===== src/cgcr_pkg.sv =====
// package with register map constants for the clock generator control bank low part
package cgcr_pkg;
  localparam int ADDR_W = 12;
  localparam logic [11:0] ADDR_SPCFG = 12'h000;
  localparam logic [11:0] ADDR_RBSEL = 12'h004;
  localparam logic [11:0] ADDR_VER_LO = 12'h005;
  localparam logic [11:0] ADDR_VER_HI = 12'h006;
  localparam logic [11:0] ADDR_PRI_LO = 12'h010;
  localparam logic [11:0] ADDR_PRI_HI = 12'h011;
  localparam logic [11:0] ADDR_SEC_LO = 12'h012;
  localparam logic [11:0] ADDR_SEC_HI = 12'h013;
  localparam logic [11:0] ADDR_TEST = 12'h014;
  localparam logic [7:0] RST_BYTE = 8'h00;
  localparam logic [9:0] RST_DIV = 10'h000;
  localparam logic [15:0] RST_VER = 16'h0000;
  localparam logic [5:0] RST_TEST = 6'h00;
  // serial port config field positions, mirrored pairs
  localparam int SP_SDO_HI = 7;
  localparam int SP_LSB_HI = 6;
  localparam int SP_RST_HI = 5;
  localparam int SP_RST_LO = 2;
  localparam int SP_LSB_LO = 1;
  localparam int SP_SDO_LO = 0;
  localparam int RB_ACTIVE_BIT = 0;
  localparam int TEST_W = 6;
endpackage


===== src/cgcr_regs.sv =====
// register bank: serial port config, readback select, version id, reference dividers
// Functional notes
// - writes to addresses outside the map are dropped and change nothing.
// - readback select bit 0 picks active over buffered values on reads, reset zero.
// - the primary divider is 10 bits, 7:0 low address, 9:8 in low bits of next.
// - the secondary divider is 10 bits laid out the same way at the next pair.
`timescale 1ns/100ps
module cgcr_regs (
  // clock and reset
  input wire logic clk_i,
  input wire logic nrst_i,
  // register access from the serial port
  input wire logic wr_i,
  input wire logic [11:0] addr_i,
  input wire logic [7:0] wdata_i,
  input wire logic i2c_mode_i,
  input wire logic transfer_i,
  output logic [7:0] rdata_o,
  // configuration outputs
  output logic soft_reset_o,
  output logic lsb_first_o,
  output logic sdo_active_o,
  output logic [15:0] version_o,
  output logic [9:0] pri_div_o,
  output logic [9:0] sec_div_o,
  output logic [5:0] test_div_o
);
  logic [2:0] spcfg;
  logic rb_active;
  logic [15:0] ver_buf;
  logic [9:0] pri_buf;
  logic [9:0] sec_buf;
  logic [5:0] test_buf;
  logic [7:0] sp_byte;
  logic hit;

  // a control bit is set if either mirror position is set
  always_comb begin
    sp_byte = cgcr_pkg::RST_BYTE;
    sp_byte[cgcr_pkg::SP_SDO_HI] = spcfg[0];
    sp_byte[cgcr_pkg::SP_SDO_LO] = spcfg[0];
    sp_byte[cgcr_pkg::SP_LSB_HI] = spcfg[1];
    sp_byte[cgcr_pkg::SP_LSB_LO] = spcfg[1];
    sp_byte[cgcr_pkg::SP_RST_HI] = spcfg[2];
    sp_byte[cgcr_pkg::SP_RST_LO] = spcfg[2];
  end

  always_comb begin
    case (addr_i)
      cgcr_pkg::ADDR_SPCFG, cgcr_pkg::ADDR_RBSEL, cgcr_pkg::ADDR_VER_LO,
      cgcr_pkg::ADDR_VER_HI, cgcr_pkg::ADDR_PRI_LO, cgcr_pkg::ADDR_PRI_HI,
      cgcr_pkg::ADDR_SEC_LO, cgcr_pkg::ADDR_SEC_HI, cgcr_pkg::ADDR_TEST: hit = 1'b1;
      default: hit = 1'b0;
    endcase
  end

  // serial port config; i2c mode only honours soft reset
  always_ff @(posedge clk_i) begin
    if (!nrst_i) begin
      spcfg <= 3'h0;
    end else if (wr_i && addr_i == cgcr_pkg::ADDR_SPCFG) begin
      spcfg[2] <= wdata_i[cgcr_pkg::SP_RST_HI] | wdata_i[cgcr_pkg::SP_RST_LO];
      if (!i2c_mode_i) begin
        spcfg[0] <= wdata_i[cgcr_pkg::SP_SDO_HI] | wdata_i[cgcr_pkg::SP_SDO_LO];
        spcfg[1] <= wdata_i[cgcr_pkg::SP_LSB_HI] | wdata_i[cgcr_pkg::SP_LSB_LO];
      end
    end else begin
      spcfg[2] <= 1'b0; // soft reset self clears
    end
  end

  a_soft_set: assert property (@(posedge clk_i) disable iff (!nrst_i)
    (wr_i && addr_i == cgcr_pkg::ADDR_SPCFG
      && (wdata_i[cgcr_pkg::SP_RST_HI] || wdata_i[cgcr_pkg::SP_RST_LO])) |=> soft_reset_o)
    else $error("soft reset not raised");
  // the soft reset strobe must never stick
  a_soft_pulse: assert property (@(posedge clk_i) disable iff (!nrst_i)
    (soft_reset_o && !(wr_i && addr_i == cgcr_pkg::ADDR_SPCFG)) |=> !soft_reset_o)
    else $error("soft reset did not self clear");
  a_i2c_sdo: assert property (@(posedge clk_i) disable iff (!nrst_i)
    (wr_i && addr_i == cgcr_pkg::ADDR_SPCFG && i2c_mode_i) |=> $stable(sdo_active_o))
    else $error("i2c write changed output enable");

  always_ff @(posedge clk_i) begin
    if (!nrst_i) begin
      rb_active <= 1'b0;
    end else if (wr_i && addr_i == cgcr_pkg::ADDR_RBSEL) begin
      rb_active <= wdata_i[cgcr_pkg::RB_ACTIVE_BIT];
    end
  end

  a_rbsel_write: assert property (@(posedge clk_i) disable iff (!nrst_i)
    (wr_i && addr_i == cgcr_pkg::ADDR_RBSEL)
    |=> rb_active == $past(wdata_i[cgcr_pkg::RB_ACTIVE_BIT]))
    else $error("readback select not stored");
  // no disable here: this one watches the reset itself
  a_reset_zero: assert property (@(posedge clk_i)
    !nrst_i |=> !rb_active && rdata_o == 8'h00 && version_o == cgcr_pkg::RST_VER
      && pri_div_o == cgcr_pkg::RST_DIV && sec_div_o == cgcr_pkg::RST_DIV)
    else $error("state not cleared by reset");

  // buffered values; unmapped writes fall through untouched
  always_ff @(posedge clk_i) begin
    if (!nrst_i || spcfg[2]) begin
      ver_buf <= cgcr_pkg::RST_VER;
      pri_buf <= cgcr_pkg::RST_DIV;
      sec_buf <= cgcr_pkg::RST_DIV;
      test_buf <= cgcr_pkg::RST_TEST;
    end else if (wr_i && hit) begin
      case (addr_i)
        cgcr_pkg::ADDR_VER_LO: ver_buf[7:0] <= wdata_i;
        cgcr_pkg::ADDR_VER_HI: ver_buf[15:8] <= wdata_i;
        cgcr_pkg::ADDR_PRI_LO: pri_buf[7:0] <= wdata_i;
        cgcr_pkg::ADDR_PRI_HI: pri_buf[9:8] <= wdata_i[1:0];
        cgcr_pkg::ADDR_SEC_LO: sec_buf[7:0] <= wdata_i;
        cgcr_pkg::ADDR_SEC_HI: sec_buf[9:8] <= wdata_i[1:0];
        cgcr_pkg::ADDR_TEST: test_buf <= wdata_i[5:0];
        default: ;
      endcase
    end
  end

  a_version_low: assert property (@(posedge clk_i) disable iff (!nrst_i)
    (wr_i && addr_i == cgcr_pkg::ADDR_VER_LO && !spcfg[2])
    |=> ver_buf[7:0] == $past(wdata_i) && $stable(ver_buf[15:8]))
    else $error("version low byte not stored");
  a_primary_low: assert property (@(posedge clk_i) disable iff (!nrst_i)
    (wr_i && addr_i == cgcr_pkg::ADDR_PRI_LO && !spcfg[2])
    |=> pri_buf[7:0] == $past(wdata_i) && $stable(pri_buf[9:8]))
    else $error("primary divider low byte wrong");
  a_secondary_high: assert property (@(posedge clk_i) disable iff (!nrst_i)
    (wr_i && addr_i == cgcr_pkg::ADDR_SEC_HI && !spcfg[2])
    |=> sec_buf[9:8] == $past(wdata_i[1:0]) && $stable(sec_buf[7:0]))
    else $error("secondary divider high bits wrong");
  // soft reset wipes buffered values one cycle after the strobe
  a_soft_clear: assert property (@(posedge clk_i) disable iff (!nrst_i)
    spcfg[2] |=> ver_buf == cgcr_pkg::RST_VER && pri_buf == cgcr_pkg::RST_DIV
      && sec_buf == cgcr_pkg::RST_DIV && test_buf == cgcr_pkg::RST_TEST)
    else $error("soft reset left buffered state");

  // active copies load on a transfer strobe
  always_ff @(posedge clk_i) begin
    if (!nrst_i || spcfg[2]) begin
      version_o <= cgcr_pkg::RST_VER;
      pri_div_o <= cgcr_pkg::RST_DIV;
      sec_div_o <= cgcr_pkg::RST_DIV;
      test_div_o <= cgcr_pkg::RST_TEST;
    end else if (transfer_i) begin
      version_o <= ver_buf;
      pri_div_o <= pri_buf;
      sec_div_o <= sec_buf;
      test_div_o <= test_buf;
    end
  end

  a_transfer_load: assert property (@(posedge clk_i) disable iff (!nrst_i)
    (transfer_i && !spcfg[2]) |=> version_o == $past(ver_buf) && pri_div_o == $past(pri_buf)
      && sec_div_o == $past(sec_buf) && test_div_o == $past(test_buf))
    else $error("transfer did not load active values");
  a_active_hold: assert property (@(posedge clk_i) disable iff (!nrst_i)
    (!transfer_i && !spcfg[2]) |=> $stable(pri_div_o) && $stable(sec_div_o)
      && $stable(version_o))
    else $error("active value moved without transfer");

  always_ff @(posedge clk_i) begin
    if (!nrst_i) begin
      rdata_o <= 8'h00;
    end else begin
      case (addr_i)
        cgcr_pkg::ADDR_SPCFG: rdata_o <= sp_byte;
        cgcr_pkg::ADDR_RBSEL: rdata_o <= {7'h00, rb_active};
        cgcr_pkg::ADDR_VER_LO: rdata_o <= rb_active ? version_o[7:0] : ver_buf[7:0];
        cgcr_pkg::ADDR_VER_HI: rdata_o <= rb_active ? version_o[15:8] : ver_buf[15:8];
        cgcr_pkg::ADDR_PRI_LO: rdata_o <= rb_active ? pri_div_o[7:0] : pri_buf[7:0];
        cgcr_pkg::ADDR_PRI_HI: rdata_o <= {6'h00, rb_active ? pri_div_o[9:8] : pri_buf[9:8]};
        cgcr_pkg::ADDR_SEC_LO: rdata_o <= rb_active ? sec_div_o[7:0] : sec_buf[7:0];
        cgcr_pkg::ADDR_SEC_HI: rdata_o <= {6'h00, rb_active ? sec_div_o[9:8] : sec_buf[9:8]};
        cgcr_pkg::ADDR_TEST: rdata_o <= {2'h0, rb_active ? test_div_o : test_buf};
        default: rdata_o <= 8'h00;
      endcase
    end
  end

  // reserved positions and unmapped addresses always read as zero
  a_reserved_read: assert property (@(posedge clk_i) disable iff (!nrst_i)
    (addr_i == cgcr_pkg::ADDR_PRI_HI || addr_i == cgcr_pkg::ADDR_SEC_HI)
    |=> rdata_o[7:2] == 6'h00)
    else $error("divider reserved bits not zero");
  a_test_read: assert property (@(posedge clk_i) disable iff (!nrst_i)
    (addr_i == cgcr_pkg::ADDR_TEST) |=> rdata_o[7:6] == 2'h0)
    else $error("test divider reserved bits not zero");
  a_unmapped_read: assert property (@(posedge clk_i) disable iff (!nrst_i)
    !hit |=> rdata_o == 8'h00)
    else $error("unmapped read not zero");

  assign soft_reset_o = spcfg[2];
  assign lsb_first_o = spcfg[1];
  assign sdo_active_o = spcfg[0];

  a_unmapped_write: assert property (@(posedge clk_i) disable iff (!nrst_i)
    (wr_i && !hit && !spcfg[2]) |=> $stable(pri_buf) && $stable(sec_buf) && $stable(ver_buf)
      && $stable(test_buf) && $stable(rb_active) && $stable(spcfg))
    else $error("unmapped write changed state");
  a_readback_sel: assert property (@(posedge clk_i) disable iff (!nrst_i)
    (addr_i == cgcr_pkg::ADDR_PRI_LO && rb_active) |=> rdata_o == $past(pri_div_o[7:0]))
    else $error("readback did not return active value");
  a_readback_buf: assert property (@(posedge clk_i) disable iff (!nrst_i)
    (addr_i == cgcr_pkg::ADDR_SEC_LO && !rb_active) |=> rdata_o == $past(sec_buf[7:0]))
    else $error("readback did not return buffered value");
  a_version_high: assert property (@(posedge clk_i) disable iff (!nrst_i)
    (wr_i && addr_i == cgcr_pkg::ADDR_VER_HI && !spcfg[2]) |=> ver_buf[15:8] == $past(wdata_i))
    else $error("version high byte not stored");
  a_primary_high: assert property (@(posedge clk_i) disable iff (!nrst_i)
    (wr_i && addr_i == cgcr_pkg::ADDR_PRI_HI && !spcfg[2])
    |=> pri_buf[9:8] == $past(wdata_i[1:0]) && $stable(pri_buf[7:0]))
    else $error("primary divider high bits wrong");
  a_secondary_low: assert property (@(posedge clk_i) disable iff (!nrst_i)
    (wr_i && addr_i == cgcr_pkg::ADDR_SEC_LO && !spcfg[2])
    |=> sec_buf[7:0] == $past(wdata_i) && $stable(sec_buf[9:8]))
    else $error("secondary divider low byte wrong");
  a_mirror_read: assert property (@(posedge clk_i) disable iff (!nrst_i)
    (addr_i == cgcr_pkg::ADDR_SPCFG) |=> rdata_o[7] == rdata_o[0] && rdata_o[6] == rdata_o[1])
    else $error("config byte not mirrored");
  a_i2c_lsb: assert property (@(posedge clk_i) disable iff (!nrst_i)
    (wr_i && addr_i == cgcr_pkg::ADDR_SPCFG && i2c_mode_i) |=> $stable(lsb_first_o))
    else $error("i2c write changed bit order");
endmodule


===== config.mk =====
export PLATFORM = sky130hd
export DESIGN_NAME = cgcr_regs
export DESIGN_NICKNAME = d
export VERILOG_FILES = /design/src/cgcr_pkg.sv /design/src/cgcr_regs.sv
export SDC_FILE = /design/constraint.sdc
export NUM_CORES = 1
export LEC_CHECK = 0
export ABC_CLOCK_PERIOD_IN_PS = 1730
export BUFFER_PORTS_ARGS = -buffer_cell sky130_fd_sc_hd__buf_2
export CAP_MARGIN = 20
export CORE_AREA = 2 2 134 103
export CTS_CLUSTER_DIAMETER = 100
export CTS_CLUSTER_SIZE = 16
export DETAILED_ROUTE_END_ITERATION = 8
export DIE_AREA = 0 0 136 105
export PLACE_DENSITY_LB_ADDON = 0.2
export RECOVER_POWER = 50
export SLEW_MARGIN = 10
export SYNTH_ARGS = -nofsm -noshare
export SYNTH_HDL_FRONTEND = slang
export SYNTH_SLANG_ARGS = --single-unit

===== constraint.sdc =====
create_clock -name clk_i -period 1.73 [get_ports clk_i]
set_clock_uncertainty 0.1 [all_clocks]
set_input_delay 0.346 -clock clk_i [delete_from_list [all_inputs] [get_ports clk_i]]
set_output_delay 0.346 -clock clk_i [all_outputs]
set_load 0.03 [all_outputs]

==> implementation parameters <==
Parameter                              Value

Outcome
  Outcome ... complete, no violations

Global routing
  Via count of the first global-routing pass ... 3584
  Met1 Resource Use GR ... 26.3%
  Overall overflow remaining after global route ... 0
  Largest net degree at the start of global routing ... 43
  Gr usage total ... 18.2%
  Wire length of the first global-routing pass ... 19800 um
  Antenna violations before repair ... 0
  Most used routing layer in global routing ... met2
  Met3 track utilization from global routing ... 4.32%
  Global routing usage on met2 ... 26.8%

Worst setup path
  Flop2flop setup slack ... 0.08 ns
  Required @ worst endpoint ... 1.85 ns
  Setup crit start kind ... flip-flop
  Crit path DAT ... 1.77 ns
  Capture point of the worst reg-to-reg path ... rdata_o[1]
  Kind of end point of the critical path ... flip-flop
  Cells on worst reg2reg path ... 4
  Crit path max fanout ... 9
  R2R Path Start ... rb_active
  Worst setup path class ... reg2reg

Power
  Switching power summed over all nets ... 1.02 mW
  Combinational share of power ... 6.0%
  Worst vdd ir ... 0.521 mV
  Internal power ... 3.92 mW
  Power share of the sequential group ... 44.7%
  LEAKAGE ... 2.43 nW
  Power per cell area ... 882 mW/mm^2
  Share of power burned in the clock network ... 49.3%
  Net Sw Frac ... 20.6%

Synth
  Yosys Warn Count ... 0
  Average footprint of a synthesized cell ... 10.2 um^2
  Distinct cell type count after synthesis ... 50
  Most used flip-flop cell after synthesis ... sky130_fd_sc_hd__dfxtp_1
  Register bit count reported by yosys ... 96
  Post-synthesis instance area ... 0.00446 mm^2
  Fraction of registers with async set or reset after synthesis ... 0%
  Number of instances in the synthesized netlist ... 438
  Sequential share of the synthesized area ... 43.1%
  Synthesized net count ... 463
  Number of flops mapped to enable cells by yosys ... 0

STA
  Least-Margin Pin Slew ... 0.567 ns
  Minimum period implied by the final worst setup slack ... 1.65 ns
  Unrepaired setup endpoints after global routing ... false
  Portion of the clock cycle consumed by the worst path in the final layout ... 95.3%
  Hold Worst Slack ... 0.234 ns
  Final number of max-transition violations ... 0
  Endpoints failing hold ... 0
  Setup violations, final ... 0
  Maximum frequency from static timing analysis ... 606 MHz
  Slew headroom ... 62.2%

Clock tree
  Clk sink count ... 96
  Max H-tree Level ... 3
  Number of post-CTS setup repair buffers ... 0
  Insertion delay of the later-clocked pin in the worst-skew pair ... 0.34 ns
  Clock transition at path regs ... 0.07 ns
  Maximum buffer depth of the clock tree ... 2
  Root Buffer ... sky130_fd_sc_hd__clkbuf_16
  Number of CTS-inserted buffers ... 9
  CTS tree ... yes
  Hold-fix buffers at CTS ... 0

Cells and area
  Most frequent cells in the layout ... 117 x sky130_fd_sc_hd__mux2i_1, 95 x sky130_fd_sc_hd__dfxtp_1, 92 x sky130_fd_sc_hd__nor2_1, 46 x sky130_fd_sc_hd__buf_2, 32 x sky130_fd_sc_hd__clkbuf_1
  Leading cell type in the layout, fill and taps excluded ... sky130_fd_sc_hd__mux2i_1
  Final #Nets ... 554
  Final std cells w/o fill ... 705
  Antenna Cells ... 0
  Share of post-route cells with drive strength above 1 ... 23.4%
  Area added between synthesis and finish ... 25.5%

Route
  Pre-antenna DRT Iters ... 4
  Detailed-route wire length per cell ... 17.8 um
  Via total after detailed routing ... 3610
  DRC marker count from the first detailed-route iteration ... 206
  Number of vias per cell ... 5.12
  Antenna-violating nets left ... 0
  DRC viols ... 0
  Routed Wire Length ... 12500 um

Floorplanning
  I/O pin count ... 78
  Horizontal extent of the die ... 136 um
  Die height ... 105 um
  Die footprint ... 0.0143 mm^2
  Initial Util ... 34.6%
  Core region area ... 0.0129 mm^2
  Number of placement rows ... 36

Placed design
  Port Buffer Count ... 77
  Instance count after placement with tap cells included ... 689
  Half-perimeter wire length after detailed placement ... 9090 um
  Gpl congestion ... 0.876

Job
  Max Cap Violations ... 0

Worst hold path
  End of the worst hold path ... spcfg[1]
  Hold path start ... nrst_i
  Hold Path Depth ... 2
  Min-delay worst type ... in2reg
layout make-up:
cell class	count	area, um^2
clock inverters	5	128
inverters	1	3.75
flip-flops and latches	96	1930
multi-input cells	310	2380
well taps	171	214
fillers	1297	7290
repair buffers	111	699
clock buffers	11	243
Yosys cell counts, drive strengths merged, types with 3 or more instances:
cell      n  area [um^2]
mux2      5         56.3
dfxtp    96         1920
o21ai     3         15.0
nand2b    6         37.5
clkbuf   13         48.8
nand3     5         37.5
a31oi     3         18.8
a21oi    10         53.8
buf      18          120
nand4     8          125
o22ai    11         68.8
and4bb    4         50.1
nor2     94          358
nand2     7         26.3
nor3      3         15.0
nor4      3         31.3
mux2i   118         1180
flip-flops by register name, indices dropped and copies added (netlist names), 3 cells and up:
signal	count
sec_div_o	10
ver_buf	16
rdata_o	8
test_buf	6
spcfg	3
version_o	16
sec_buf	10
pri_div_o	10
pri_buf	10
test_div_o	6
worst max-delay path by stage:
| stage | from | endpoint | slack (ns) | cells past startpoint |
|---|---|---|---|---|
| finish | rb_active | rdata_o[1] | 0.08 | 4 |
| global route | rb_active | rdata_o[1] | 0.008 | 4 |
| CTS | rb_active | rdata_o[3] | 0.005 | 6 |
| detailed placement | addr_i[2] | rdata_o[1] | -0.12 | 5 |
| global placement | addr_i[2] | rdata_o[1] | -0.12 | 5 |
| floorplan | addr_i[9] | ver_buf[0] | 0.19 | 5 |
logic make-up after synthesis:
group	share of synthesized area, %
buffers and inverters	3.87
muxes	28.3
DFF	43.1
and+or+nand+nor	17.9
AOI/OAI and AO/OA	6.87
timing repair:
item                       in CTS  in global routing
gates resized for setup         1                  2
gates cloned                    0                  0
pin swaps                       0                  0
setup endpoints to repair       3                  1
hold endpoints to repair        0                  0
layer usage:
| layer | share of wire [%] | vias up | wire length, um |
|---|---|---|---|
| met3 | 5.0 | 16 | 628 |
| met1 | 51 | 1750 | 6430 |
| met5 | 0 | - | 0 |
| li1 | - | 1749 | - |
| met2 | 42 | 95 | 5250 |
| met4 | 1.7 | 0 | 218 |
per-stage QoR:
stage | setup WS, ns | total power [mW] | TNS (ns) | utilization [%] | instance area, um^2
finish | 0.0806 | 4.94 | 0 | 43.4 | 5600
global route | 0.00768 | 5.08 | 0 | 43.4 | 5600
CTS | 0.00546 | 5.00 | 0 | 43.8 | 5640
detailed placement | -0.124 | 2.56 | -2.70 | 40.9 | 5270
global placement | -0.124 | 2.55 | -2.14 | 40.9 | 5270
floorplan | 0.191 | 2.42 | 0 | - | 4460
power by group through the flow:
stage               Sequential (mW)  Combinational, mW  Clock (mW)
floorplan                      2.26              0.156           0
global placement               2.26              0.295           0
detailed placement             2.26              0.299           0
CTS                            2.21              0.299        2.50
global route                   2.21              0.314        2.56
finish                         2.21              0.297        2.43
critical path, stage by stage (launching register included):
cell	delay [ns]
sky130_fd_sc_hd__dfxtp_4	0.45
sky130_fd_sc_hd__buf_12	0.17
sky130_fd_sc_hd__mux4_2	0.51
sky130_fd_sc_hd__a31oi_1	0.22
sky130_fd_sc_hd__a21oi_2	0.08
No activity file was read; power rests on OpenSTA's default activity.
